File: config.mk
export PLATFORM = sky130hd
export DESIGN_NAME = psrc_top
export DESIGN_NICKNAME = d
export VERILOG_FILES = /design/src/psrc_pkg.sv /design/src/psrc_apb_port.sv /design/src/psrc_ctl_reg.sv /design/src/psrc_top.sv
export SDC_FILE = /design/constraint.sdc
export NUM_CORES = 1
export LEC_CHECK = 0
export BUFFER_PORTS_ARGS = -buffer_cell sky130_fd_sc_hd__buf_2
export CAP_MARGIN = 10
export CORE_MARGIN = 5
export CORE_UTILIZATION = 32
export CTS_CLUSTER_SIZE = 40
export DETAILED_ROUTE_END_ITERATION = 10
export GPL_ROUTABILITY_DRIVEN = 0
export PLACE_DENSITY = 0.78
export REMOVE_ABC_BUFFERS = 1
export SYNTH_ARGS = -nofsm -noshare
export SYNTH_HDL_FRONTEND = slang
export SYNTH_SLANG_ARGS = --single-unit
export TNS_END_PERCENT = 30
File: constraint.sdc
create_clock -name SYS_CLK -period 1.9 [get_ports SYS_CLK]
set_clock_uncertainty 0.05 [all_clocks]
set_input_delay 0.38 -clock SYS_CLK [delete_from_list [all_inputs] [get_ports SYS_CLK]]
set_output_delay 0.38 -clock SYS_CLK [all_outputs]
set_load 0.03 [all_outputs]
File: src/psrc_pkg.sv
/*
  Constants, offsets, bit positions and helper functions of the
  peripheral soft-reset control bank.
  Assumes a 32-bit APB register bus and one system clock.
*/
package psrc_pkg;

  // ****************************************
  // register map
  // ****************************************
  localparam int          PSRC_DATA_W      = 32;
  localparam int          PSRC_DEC_W       = 8;
  localparam logic [11:0] PSRC_OFS_ONE     = 12'h044;
  localparam logic [11:0] PSRC_OFS_TWO     = 12'h048;
  localparam logic [31:0] PSRC_RST_ONE     = 32'h0000_0000;
  localparam logic [31:0] PSRC_RST_TWO     = 32'h0000_0000;

  // ****************************************
  // writable fields, everything else reserved
  // ****************************************
  localparam logic [31:0] PSRC_WMASK_ONE   = 32'h0000_1017;
  localparam logic [31:0] PSRC_WMASK_TWO   = 32'h5000_007f;
  localparam int          PSRC_BIT_PHY     = 30;
  localparam int          PSRC_BIT_MAC     = 28;
  localparam int          PSRC_BIT_PORT_LO = 0;
  localparam int          PSRC_BIT_PORT_HI = 6;
  localparam int          PSRC_BIT_TWI0    = 12;
  localparam int          PSRC_BIT_SYNC_SERIAL_ZERO_RESET    = 4;
  localparam int          PSRC_BIT_ASY0    = 0;
  localparam int          PSRC_BIT_ASY1    = 1;
  localparam int          PSRC_BIT_ASY2    = 2;

  // expand apb byte strobes to a bit mask
  function automatic logic [31:0] psrc_strb_bits(input logic [3:0] strb);
    psrc_strb_bits = {{8{strb[3]}}, {8{strb[2]}},
                      {8{strb[1]}}, {8{strb[0]}}};
  endfunction

  // merge write data into a register under the given enable mask
  function automatic logic [31:0] psrc_merge(input logic [31:0] old_val,
                                             input logic [31:0] wdata,
                                             input logic [3:0]  strb,
                                             input logic [31:0] en);
    logic [31:0] hit;
    hit        = en & psrc_strb_bits(strb);
    psrc_merge = (old_val & ~hit) | (wdata & hit);
  endfunction

endpackage

File: src/psrc_apb_port.sv
/*
  APB slave front end: decode of the two reset registers, write
  strobes and the bus answer.
  Assumes an APB master that holds its request through the access phase.
*/
module psrc_apb_port
  import psrc_pkg::*;
#(
  parameter int ADDR_W = 12
) (
  input  wire logic              psel,
  input  wire logic              penable,
  input  wire logic              pwrite,
  input  wire logic [ADDR_W-1:0] paddr,
  output logic                   setup,
  output logic                   hit_one,
  output logic                   hit_two,
  output logic                   wr_one,
  output logic                   wr_two,
  output logic                   pready,
  output logic                   pslverr
);

  if (ADDR_W < PSRC_DEC_W) begin : g_chk
    $error("psrc_apb_port: ADDR_W too small for the register map");
  end

  logic access;

  // full-address compare, so unaligned addresses count as unmapped
  assign hit_one = (paddr == ADDR_W'(PSRC_OFS_ONE));
  assign hit_two = (paddr == ADDR_W'(PSRC_OFS_TWO));
  assign setup   = psel & ~penable;
  assign access  = psel & penable;
  assign wr_one  = access & pwrite & hit_one;
  assign wr_two  = access & pwrite & hit_two;
  // no wait states: every access completes in its first cycle
  assign pready  = 1'b1;
  assign pslverr = access & ~(hit_one | hit_two);

endmodule // psrc_apb_port

File: src/psrc_ctl_reg.sv
/*
  One soft-reset control register with a fixed writable mask and a
  capability mask that gates every write.
  Assumes a synchronous active-high reset on the system clock.
*/
module psrc_ctl_reg
  import psrc_pkg::*;
#(
  parameter logic [31:0] WMASK     = 32'h0000_0000,
  parameter logic [31:0] RESET_VAL = 32'h0000_0000
) (
  input  wire logic        clk,
  input  wire logic        rst,
  input  wire logic        wr,
  input  wire logic [31:0] wdata,
  input  wire logic [3:0]  strb,
  input  wire logic [31:0] cap,
  output logic      [31:0] q
);

  if ((RESET_VAL & ~WMASK) != 32'h0000_0000) begin : g_chk
    $error("psrc_ctl_reg: reset value sets a reserved bit");
  end

  // reserved and absent bits never load, so reserved bits stay at zero and absent bits keep their value
  always_ff @(posedge clk) begin
    if (rst) begin
      q <= RESET_VAL;
    end else if (wr) begin
      q <= psrc_merge(q, wdata, strb, WMASK & cap);
    end
  end

endmodule // psrc_ctl_reg

File: src/psrc_top.sv
/*
  Peripheral soft-reset control bank: two APB registers whose bits
  hold individual peripherals in reset.
  Assumes capability masks driven from elsewhere, steady in use,
  and one 20 MHz system clock with a synchronous reset.
*/
// The APB interface to the registers was decided locally.
module psrc_top
  import psrc_pkg::*;
#(
  parameter int ADDR_W = 12
) (
  input  wire logic              SYS_CLK,
  input  wire logic              RESET,
  input  wire logic              PSEL,
  input  wire logic              PENABLE,
  input  wire logic              PWRITE,
  input  wire logic [ADDR_W-1:0] PADDR,
  input  wire logic [31:0]       PWDATA,
  input  wire logic [3:0]        PSTRB,
  output logic      [31:0]       PRDATA,
  output logic                   PREADY,
  output logic                   PSLVERR,
  input  wire logic [31:0]       CAPABILITY_MASK_TWO,
  input  wire logic [31:0]       CAPABILITY_MASK_FOUR,
  output logic                   ETHERNET_PHY_RESET,
  output logic                   ETHERNET_MAC_RESET,
  output logic                   IO_PORT_A_RESET,
  output logic                   IO_PORT_B_RESET,
  output logic                   IO_PORT_C_RESET,
  output logic                   IO_PORT_D_RESET,
  output logic                   IO_PORT_E_RESET,
  output logic                   IO_PORT_F_RESET,
  output logic                   IO_PORT_G_RESET,
  output logic                   TWO_WIRE_UNIT_ZERO_RESET,
  output logic                   SYNC_SERIAL_ZERO_RESET,
  output logic                   ASYNC_SERIAL_ZERO_RESET,
  output logic                   ASYNC_SERIAL_ONE_RESET,
  output logic                   ASYNC_SERIAL_TWO_RESET
);

  // ****************************************
  // internal signals
  // ****************************************
  logic        setup;
  logic        hit_one;
  logic        hit_two;
  logic        wr_one;
  logic        wr_two;
  logic [31:0] one_q;
  logic [31:0] two_q;
  logic [31:0] rd_next;
  logic [31:0] prdata_reg;

  // ****************************************
  // bus front end
  // ****************************************
  psrc_apb_port #(
    .ADDR_W (ADDR_W)
  ) u_port (
    .psel    (PSEL),
    .penable (PENABLE),
    .pwrite  (PWRITE),
    .paddr   (PADDR),
    .setup   (setup),
    .hit_one (hit_one),
    .hit_two (hit_two),
    .wr_one  (wr_one),
    .wr_two  (wr_two),
    .pready  (PREADY),
    .pslverr (PSLVERR)
  );

  // ****************************************
  // control registers
  // ****************************************
  // register one: only its low half lives in this bank
  psrc_ctl_reg #(
    .WMASK     (PSRC_WMASK_ONE),
    .RESET_VAL (PSRC_RST_ONE)
  ) u_one (
    .clk   (SYS_CLK),
    .rst   (RESET),
    .wr    (wr_one),
    .wdata (PWDATA),
    .strb  (PSTRB),
    .cap   (CAPABILITY_MASK_TWO),
    .q     (one_q)
  );

  // register two: ethernet and io ports
  psrc_ctl_reg #(
    .WMASK     (PSRC_WMASK_TWO),
    .RESET_VAL (PSRC_RST_TWO)
  ) u_two (
    .clk   (SYS_CLK),
    .rst   (RESET),
    .wr    (wr_two),
    .wdata (PWDATA),
    .strb  (PSTRB),
    .cap   (CAPABILITY_MASK_FOUR),
    .q     (two_q)
  );

  // ****************************************
  // read path
  // ****************************************
  // reserved bits are never stored, so they read as zero
  always_comb begin
    rd_next = 32'h0000_0000;
    if (hit_one) begin
      rd_next = one_q;
    end else if (hit_two) begin
      rd_next = two_q;
    end
  end

  // data captured in setup; no write can land between setup and access
  always_ff @(posedge SYS_CLK) begin
    if (RESET) begin
      prdata_reg <= 32'h0000_0000;
    end else if (setup && !PWRITE) begin
      prdata_reg <= rd_next;
    end
  end

  assign PRDATA = prdata_reg;

  // ****************************************
  // reset lines to the peripherals
  // ****************************************
  // each line is a stored bit, so it stays asserted until cleared
  assign ETHERNET_PHY_RESET       = two_q[PSRC_BIT_PHY];
  assign ETHERNET_MAC_RESET       = two_q[PSRC_BIT_MAC];
  assign IO_PORT_A_RESET          = two_q[PSRC_BIT_PORT_LO];
  assign IO_PORT_B_RESET          = two_q[PSRC_BIT_PORT_LO + 1];
  assign IO_PORT_C_RESET          = two_q[PSRC_BIT_PORT_LO + 2];
  assign IO_PORT_D_RESET          = two_q[PSRC_BIT_PORT_LO + 3];
  assign IO_PORT_E_RESET          = two_q[PSRC_BIT_PORT_LO + 4];
  assign IO_PORT_F_RESET          = two_q[PSRC_BIT_PORT_LO + 5];
  assign IO_PORT_G_RESET          = two_q[PSRC_BIT_PORT_HI];
  assign TWO_WIRE_UNIT_ZERO_RESET = one_q[PSRC_BIT_TWI0];
  assign SYNC_SERIAL_ZERO_RESET   = one_q[PSRC_BIT_SYNC_SERIAL_ZERO_RESET];
  assign ASYNC_SERIAL_ZERO_RESET  = one_q[PSRC_BIT_ASY0];
  assign ASYNC_SERIAL_ONE_RESET   = one_q[PSRC_BIT_ASY1];
  assign ASYNC_SERIAL_TWO_RESET   = one_q[PSRC_BIT_ASY2];

  // ****************************************
  // checking helpers
  // ****************************************
  // capability bits ever seen set since reset
  logic [31:0] seen_cap_two_reg;
  logic [31:0] seen_cap_four_reg;
  logic [6:0]  ports_q;

  always_ff @(posedge SYS_CLK) begin
    if (RESET) begin
      seen_cap_two_reg  <= 32'h0000_0000;
      seen_cap_four_reg <= 32'h0000_0000;
    end else begin
      seen_cap_two_reg  <= seen_cap_two_reg | CAPABILITY_MASK_TWO;
      seen_cap_four_reg <= seen_cap_four_reg | CAPABILITY_MASK_FOUR;
    end
  end

  assign ports_q = {IO_PORT_G_RESET, IO_PORT_F_RESET, IO_PORT_E_RESET,
                    IO_PORT_D_RESET, IO_PORT_C_RESET, IO_PORT_B_RESET,
                    IO_PORT_A_RESET};
endmodule // psrc_top

==> impl_metrics.py, run 1 <==
metrics = {
    "floorplan": {
        "die_h_um": 74.83,
        "core_region_area_um2": 4029,
        "dieArea_um2": 5600,
        "std_cell_rows": 23,
        "num_io_pins": 165,
        "dieWidth_um": 74.83,
        "initial_core_util_pct": 33.39,
    },
    "critical_path": {
        "start_kind": "input port",
        "arrival_ns": 1.29,
        "path_buf_inv": 2,
        "cp_cell_sequence": "buf_2 > nor4_4 > and4_4 > nor3_1 > buf_2",
        "reg2regPathDepth": 2,
        "crit_slowest_cell": "nor4_4",
        "path_delay_family": "simple AND/OR/NAND/NOR gates",
        "cp.required_ns": 1.47,
        "reg2reg_slack_ns": 1.04,
        "slowest_delay_ns": 0.31,
        "worst_path_most_repeated_cell": "buf_2",
        "critical_path_class": "input port to output pin",
        "critPathCaptureType": "output pin",
        "path_max_fanout": 3,
        "crit_start": "PADDR[1]",
        "rr_endpoint": "PRDATA[0]",
    },
    "clock_tree": {
        "cts_tree": "done",
        "post-cts-setup-buffers": 0,
        "cts-root-buf": "clkbuf_8",
        "cts_hold_buf": 0,
        "clock_latency_ns": 0.26,
        "cts-htree-levels": 1,
        "clk_path_buf_depth": 2,
        "cts_made_buffers": 3,
        "cts_resized": 0,
        "cts.sinks": 24,
        "path_clk_slew_ns": 0.08,
    },
    "sta": {
        "hold_viol_final": 0,
        "setup_viol": 0,
        "period_share_pct": 90.37,
        "max_freq_mhz": 582.4,
        "drv_slew": 0,
        "period_needed_ns": 1.717,
        "rsz0062_at_grt": "no",
        "worst_slack_ns": 0.1829,
        "timing.hold.ws_ns": 0.3205,
        "fin_setup_tns_ns": 0,
    },
    "global_routing": {
        "antenna_found_initial": 0,
        "grt_pass1_wl_um": 5692,
        "grt_usage_pct": 13.05,
        "grt_pass1_vias": 1267,
        "grt_max_degree": 26,
        "grt_overflow_total": 0,
    },
    "cells_and_area": {
        "finalNetCount": 350,
        "area_delta_synth_final_pct": 26.70,
        "drive_gt1_share_pct": 37.93,
        "antenna_cells": 0,
    },
    "detailed_routing": {
        "vias_per_cell": 4.688,
        "antenna_left": 0,
        "vias": 1322,
        "drt_iter0_markers": 43,
        "wire_per_inst_um": 12.94,
        "wl_um": 3649,
        "drc_errors": 0,
        "drt_pre_antenna_iters": 4,
    },
    "logic_synthesis": {
        "syn-mean-instance-area_um2": 8.201,
        "postSynthCellCount": 164,
        "netlist.area_leader.share_pct": 35.72,
        "yosysTopAreaCell": "dfxtp_1",
        "synth.distinct_cells": 29,
        "async_flop_share_pct": 0,
        "ys_seq_elements": 24,
        "synth.yosys.warnings": 0,
        "synth_area_um2": 1345,
        "synth_most_common_cell": "dfxtp_1",
        "ys_seq_area_share_pct": 35.72,
        "synth_edf_count": 0,
        "synth_top_flop_cell": "dfxtp_1",
        "synthTopCellsByCount": "24 x dfxtp_1, 23 x buf_4, 19 x a21oi_1, 19 x nand3_1, 13 x o21ai_0",
        "synthTopCellsByArea": "dfxtp_1 36%, buf_4 13%, a21oi_1 7.1%, nand3_1 7.1%, o21ai_0 4.8%",
    },
    "min_path": {
        "whs_path_depth": 3,
        "holdCritStartpoint": "PWDATA[6]",
        "hold_path.class": "input port to flip-flop",
    },
    "power_and_ir_drop": {
        "p_leak_uw": 0.0008413,
        "p_per_area_nw_per_um2": 599.1,
        "p_total_uw": 1021,
        "ir_worst_vdd_uv": 278.3,
    },
    "outcome": {
        "outcome": "completed",
    },
    "flow_run": {
        "maxCapViolations": 0,
    },
    "placement": {
        "dpl.hpwl_um": 2919,
        "pre_cts_ws_ns": 0.1365,
        "io_buffers": 68,
    },
}
## kinds of logic (layout without fill, tap and decap cells)
family	after synthesis	count (layout)	share of synthesized area [%]
flip-flops	24	24	35.72
AND/OR/NAND/NOR	60	60	28.46
multiplexers	1	1	0.7442
buffers and inverters	41	88	19.07
AO/OA/AOI/OAI	36	36	15.44
other	2	23	0.5583
## metal layers
metal	vias up	track usage [%]	part of all wire (%)
met5	-	0	0
met4	0	1.779	0.52
met1	592	14.51	39
met2	64	24.56	49
met3	2	4.272	11
li1	664	-	-
## cell usage in the layout, fill, tap and decap left out
cell type   n
buf_2      68
dfxtp_1    24
conb_1     23
nand3_1    19
a21oi_1    19
o21ai_0    13
inv_1      11
nand2_1     8
nor2_1      6
nand4_1     5
buf_4       5
clkbuf_8    4
nor3_1      3
nor2b_1     2
and4_1      2
and2_1      2
nor4b_1     2
and4_2      2
a221oi_2    2
nor3_2      2
a221oi_1    2
nand2b_1    2
nor4_4      1
nor4b_4     1
and4_4      1
and3_2      1
nand4_2     1
mux2i_1     1
## worst max path at each step
stage                            to  slack [ns]  cells past startpoint
after floorplan             PSLVERR        0.02                      3
after global placement      PSLVERR        0.19                      5
after detailed placement  flip-flop        0.14                      6
after CTS                   PSLVERR        0.17                      5
after global routing        PSLVERR        0.10                      5
final                       PSLVERR        0.18                      5
## power breakdown
group | leakage, uW | switching (uW) | internal [uW]
clock network | 0.0000288 | 151 | 185
registers | 0.000194 | 1.73 | 506
logic | 0.000619 | 126 | 51.9
total | 0.000841 | 278 | 743
## area by class of cell
| class | count | area [um^2] |
|---|---|---|
| tap | 50 | 62.56 |
| fill | 441 | 2325 |
| timing repair buffer | 73 | 377.9 |
| clock buffer | 4 | 55.05 |
| inverter | 11 | 41.29 |
| sequential | 24 | 480.5 |
| multi-input combinational | 120 | 686.9 |
## worst register-to-register path: stages (launching register included)
cell and delay [ns]:
dfxtp_1 0.33, a221oi_1 0.28, nor3_1 0.08
## per-stage QoR
stage / std cells / util [%] / instance area (um^2)
4_1_cts: 282 / 42.30 / 1704
3_3_place_gp: 278 / 40.93 / 1649
6_report: 282 / 42.30 / 1704
2_1_floorplan: 155 / - / 1209
5_1_grt: 282 / 42.30 / 1704
3_5_place_dp: 278 / 40.93 / 1649
Note: power is estimated with default switching activity, not from simulation.
==> run 2, diff against run 1 <==
ABC_AREA = 1   (was not set)
CORE_UTILIZATION = 34   (was 32)
PLACE_DENSITY = 0.79   (was 0.78)
==> impl_metrics.py, run 2 <==
metrics = {
    "placement": {
        "dpl.hpwl_um": 3240,
        "io_buffers": 68,
        "pre_cts_ws_ns": 0.1585,
        "dp.cells": 344,
    },
    "critical_path": {
        "reg2reg_slack_ns": 1.15,
        "critical_path_class": "input port to output pin",
        "reg2regPathDepth": 4,
        "start_kind": "input port",
        "path_max_fanout": 3,
        "arrival_ns": 1.30,
        "rr_endpoint": "PRDATA[4]",
        "cp.required_ns": 1.47,
        "critPathCapture": "PSLVERR",
        "crit_start": "PADDR[11]",
        "critPathCaptureType": "output pin",
    },
    "clock_tree": {
        "post-cts-setup-buffers": 0,
        "cts-htree-levels": 1,
        "cts-root-buf": "clkbuf_8",
        "cts.sinks": 24,
        "cts_made_buffers": 3,
        "path_clk_slew_ns": 0.08,
        "cts_resized": 0,
        "clock_latency_ns": 0.26,
        "cts_tree": "done",
        "cts_hold_buf": 0,
        "clk_path_buf_depth": 2,
    },
    "outcome": {
        "outcome": "completed",
    },
    "logic_synthesis": {
        "synth.yosys.warnings": 0,
        "synthTopCellsByArea": "dfxtp_1 32%, nand2_1 14%, buf_4 12%, nand4_1 11%, inv_1 7.7%",
        "ys_seq_elements": 24,
        "synth_top_flop_cell": "dfxtp_1",
        "syn-mean-instance-area_um2": 6.562,
        "ys_seq_area_share_pct": 31.97,
        "postSynthCellCount": 229,
        "synth_edf_count": 0,
        "synth_most_common_cell": "nand2_1",
        "netlist.area_leader.share_pct": 31.97,
        "synth.distinct_cells": 19,
        "async_flop_share_pct": 0,
        "synthTopCellsByCount": "56 x nand2_1, 31 x inv_1, 26 x nand4_1, 25 x buf_4, 24 x dfxtp_1",
        "yosysTopAreaCell": "dfxtp_1",
        "synth_area_um2": 1503,
    },
    "detailed_routing": {
        "vias_per_cell": 4.576,
        "antenna_left": 0,
        "drc_errors": 0,
        "drt_iter0_markers": 64,
        "drt_pre_antenna_iters": 4,
        "vias": 1588,
        "wl_um": 4167,
        "wire_per_inst_um": 12.01,
    },
    "floorplan": {
        "die_h_um": 76.48,
        "dieWidth_um": 76.48,
        "num_io_pins": 165,
        "dieArea_um2": 5849,
        "core_region_area_um2": 4324,
        "initial_core_util_pct": 34.75,
        "std_cell_rows": 24,
    },
    "global_routing": {
        "grt_pass1_vias": 1454,
        "grt_usage_pct": 13.85,
        "grt_overflow_total": 0,
        "antenna_found_initial": 0,
        "grt_max_degree": 28,
        "grt_pass1_wl_um": 6651,
    },
    "power_and_ir_drop": {
        "p_per_area_nw_per_um2": 547.4,
        "p_leak_uw": 0.0009993,
        "ir_worst_vdd_uv": 238.0,
    },
    "sta": {
        "max_freq_mhz": 578.5,
        "worst_slack_ns": 0.1714,
        "period_needed_ns": 1.729,
        "fin_setup_tns_ns": 0,
        "setup_viol": 0,
        "hold_viol_final": 0,
        "period_share_pct": 90.98,
        "drv_slew": 0,
        "rsz0062_at_grt": "no",
    },
    "cells_and_area": {
        "finalNetCount": 414,
        "final_cells": 347,
        "final_cell_mix": "68 x buf_2, 56 x nand2_1, 31 x inv_1",
        "final_common_cell": "buf_2",
        "area_delta_synth_final_pct": 22.65,
        "drive_gt1_share_pct": 28.47,
        "antenna_cells": 0,
    },
    "min_path": {
        "whs_path_depth": 3,
        "hold_path.class": "input port to flip-flop",
        "holdCritStartpoint": "PWDATA[12]",
    },
    "flow_run": {
        "maxCapViolations": 0,
    },
}
==> run 2: cell types whose count changed after synthesis, moves of 3 or more <==
cell and delta:
inv_1 +20, nor2_1 +13, nand4_1 +21, nor2_4 +3
nor2_2 +3, nand3_1 -8, o21ai_0 -12, nand2_1 +48
==> run 2: worst max-delay path, stage by stage <==
cell,delay (ns)
buf_2,0.07
nor2_1,0.04
nand2_2,0.13
clkinv_4,0.07
nand2_4,0.08
nor2_4,0.04
nor3_1,0.24
buf_2,0.25
==> run 2: routing by layer <==
metal / global-route usage, % / wire, um / vias to the layer above / part of all wire (%)
met5: 0 / 0 / - / 0
met4: 3.671 / 38 / 0 / 0.91
met3: 4.965 / 358 / 4 / 8.6
met1: 16.32 / 1759 / 706 / 42
met2: 23.63 / 2011 / 58 / 48
li1: - / - / 820 / -
==> run 2: how the worst min path moves through the flow <==
stage                 end  slack, ns
6_report        flip-flop       0.30
5_1_grt         flip-flop       0.32
4_1_cts         flip-flop       0.30
2_1_floorplan  PRDATA[28]       0.40
3_5_place_dp   PRDATA[28]       0.40
3_3_place_gp    PRDATA[5]       0.40
==> run 2: logic make-up (layout without fill, tap and decap cells) <==
family / Yosys count / count (layout) / synth area share, %
AND/OR/NAND/NOR: 121 / 121 / 38.22
buffers and inverters: 62 / 107 / 22.65
flip-flops: 24 / 24 / 31.97
AO/OA/AOI/OAI: 20 / 20 / 6.661
other: 2 / 23 / 0.4998
==> run 2: metrics by stage <==
stage	total power (uW)	util, %	area (um^2)	hold WS (ns)
final	1009	42.62	1843	0.3002
after global placement	719.3	41.67	1802	0.4007
after detailed placement	721.2	41.67	1802	0.4041
after floorplan	643.1	-	1366	0.3991
after global routing	1055	42.62	1843	0.3178
after CTS	1017	42.62	1843	0.2996
==> run 2: area by class of cell <==
class / count / area (um^2)
clock buffers: 3 / 41.29
fillers: 510 / 2481
inverters: 32 / 125.1
multi-input cells: 164 / 760.7
flip-flops and latches: 24 / 480.5
well taps: 52 / 65.06
repair buffers: 72 / 370.4
==> run 2: power breakdown <==
part / switching, uW / total, uW / internal (uW) / leakage, uW
clock network: 157 / 299 / 142 / 0.0000216
logic: 147 / 201 / 54.2 / 0.000784
registers: 1.94 / 509 / 507 / 0.000194
==> run 3, diff against run 2 <==
CELL_PAD_IN_SITES_DETAIL_PLACEMENT = 2   (was not set)
CELL_PAD_IN_SITES_GLOBAL_PLACEMENT = 2   (was not set)
CORE_UTILIZATION = 15   (was 34)
PLACE_DENSITY = not set   (was 0.79)
PLACE_DENSITY_LB_ADDON = 0.1   (was not set)
==> impl_metrics.py, run 3 (synthesized netlist as in run 2, its figures left out) <==
metrics = {
    "power_and_ir_drop": {
        "p_per_area_nw_per_um2": 540.4,
        "p_int_uw": 753.3,
        "ir_worst_vdd_uv": 229.3,
        "p_sw_share_pct": 30.85,
        "switchingPower_uw": 336.0,
        "p_seq_share_pct": 46.8,
        "clockPowerShare_pct": 33.2,
        "p_leak_uw": 0.001040,
        "pwr-share-comb_pct": 20.0,
        "p_total_uw": 1089,
    },
    "detailed_routing": {
        "vias": 1696,
        "wl_um": 6033,
        "drt_iter0_markers": 35,
        "wire_per_inst_um": 13.87,
        "drc_errors": 0,
        "vias_per_cell": 3.899,
        "antenna_left": 0,
        "drt_pre_antenna_iters": 4,
    },
    "clock_tree": {
        "cts-htree-levels": 1,
        "clock_latency_ns": 0.27,
        "clk_path_buf_depth": 2,
        "post-cts-setup-buffers": 0,
        "cts_hold_buf": 0,
        "cts.sinks": 24,
        "cts_resized": 0,
        "cts_tree": "done",
        "cts-root-buf": "clkbuf_8",
        "path_clk_slew_ns": 0.09,
        "cts_made_buffers": 3,
    },
    "global_routing": {
        "grt_overflow_total": 0,
        "grt_usage_pct": 9.981,
        "grt_max_degree": 28,
        "antenna_found_initial": 0,
        "grt_pass1_vias": 1886,
        "grt_pass1_wl_um": 9273,
    },
    "critical_path": {
        "critPathCaptureType": "output pin",
        "critical_path_class": "input port to output pin",
        "path_max_fanout": 2,
        "slowest_delay_ns": 0.23,
        "arrival_ns": 1.35,
        "reg2regPathDepth": 4,
        "worst_path_most_repeated_cell": "buf_2",
        "cp.required_ns": 1.47,
        "cp_cell_sequence": "buf_2 > nor2_1 > nand2_2 > clkinv_4 > nand2_4 > nor2_4 > nor3_1 > buf_4 > buf_2",
        "start_kind": "input port",
        "crit_slowest_cell": "nor3_1",
    },
    "floorplan": {
        "std_cell_rows": 36,
        "core_region_area_um2": 9774,
        "die_h_um": 110.1,
        "num_io_pins": 165,
        "initial_core_util_pct": 15.37,
        "dieWidth_um": 110.1,
        "dieArea_um2": 12120,
    },
    "sta": {
        "max_freq_mhz": 560.7,
        "timing.hold.ws_ns": 0.2887,
        "period_share_pct": 93.87,
        "hold_viol_final": 0,
        "drv_slew": 0,
        "worst_slack_ns": 0.1166,
        "setup_viol": 0,
        "rsz0062_at_grt": "no",
        "period_needed_ns": 1.783,
    },
    "cells_and_area": {
        "final_cells": 435,
        "final_common_cell": "buf_2",
        "final_cell_mix": "68 x buf_2, 56 x nand2_1, 31 x inv_1",
        "design_area_um2": 2016,
        "finalNetCount": 420,
        "antenna_cells": 0,
        "area_delta_synth_final_pct": 34.14,
        "drive_gt1_share_pct": 30.13,
    },
    "placement": {
        "dpl_cell_area_um2": 1961,
        "dpl.hpwl_um": 4764,
        "io_buffers": 68,
        "dp.cells": 431,
        "pre_cts_ws_ns": 0.09755,
    },
    "flow_run": {
        "maxCapViolations": 0,
    },
    "outcome": {
        "outcome": "completed",
    },
    "min_path": {
        "hold_path.class": "input port to flip-flop",
        "whs_path_depth": 3,
    },
}
-- run 3: cell count changes in the layout (fill, tap and decap cells not counted), sizes merged --
cell,change
clkbuf,+1
buf,+6
-- run 3: metal layers --
layer,vias up,global-route usage [%],wire length [um]
li1,836,-,-
met1,800,12.26,2728
met2,54,17.46,2917
met3,6,2.446,352
met4,0,2.463,34
met5,-,0,0
-- run 3: critical path, delay by kind of cell --
family | cells | cell delay, ns
AND/OR/NAND/NOR | 5 | 0.49
buffers and inverters | 4 | 0.49
-- run 3: final cells by class --
type / instances / area (um^2)
clock buffers: 4 / 55.05
fillers: 1234 / 7759
inverters: 32 / 125.1
multi-input cells: 164 / 760.7
flip-flops and latches: 24 / 480.5
well taps: 133 / 166.4
repair buffers: 78 / 427.9
-- run 3: path summary, 6_finish.rpt --
| kind | from | to | slack [ns] |
|---|---|---|---|
| setup / recovery | PADDR[11] | PSLVERR | 0.12 |
| hold / removal | PWDATA[12] | flip-flop | 0.29 |
| setup reg to reg | PRDATA[4] | PRDATA[4] | 1.16 |
| hold reg to reg | PRDATA[30] | PRDATA[30] | 0.42 |
-- run 3: power by group through the flow --
| stage | clock network, uW | logic, uW | registers, uW |
|---|---|---|---|
| after CTS | 394 | 221 | 510 |
| after floorplan | 0 | 112 | 532 |
| after global routing | 413 | 242 | 511 |
| after global placement | 0 | 219 | 522 |
| final | 362 | 218 | 510 |
| after detailed placement | 0 | 220 | 522 |
-- run 3: per-stage QoR --
step           util [%]  setup TNS, ns
3_3_place_gp      20.06              0
6_report          20.62              0
5_1_grt           20.62              0
4_1_cts           20.62              0
2_1_floorplan         -       -0.01103
3_5_place_dp      20.06              0
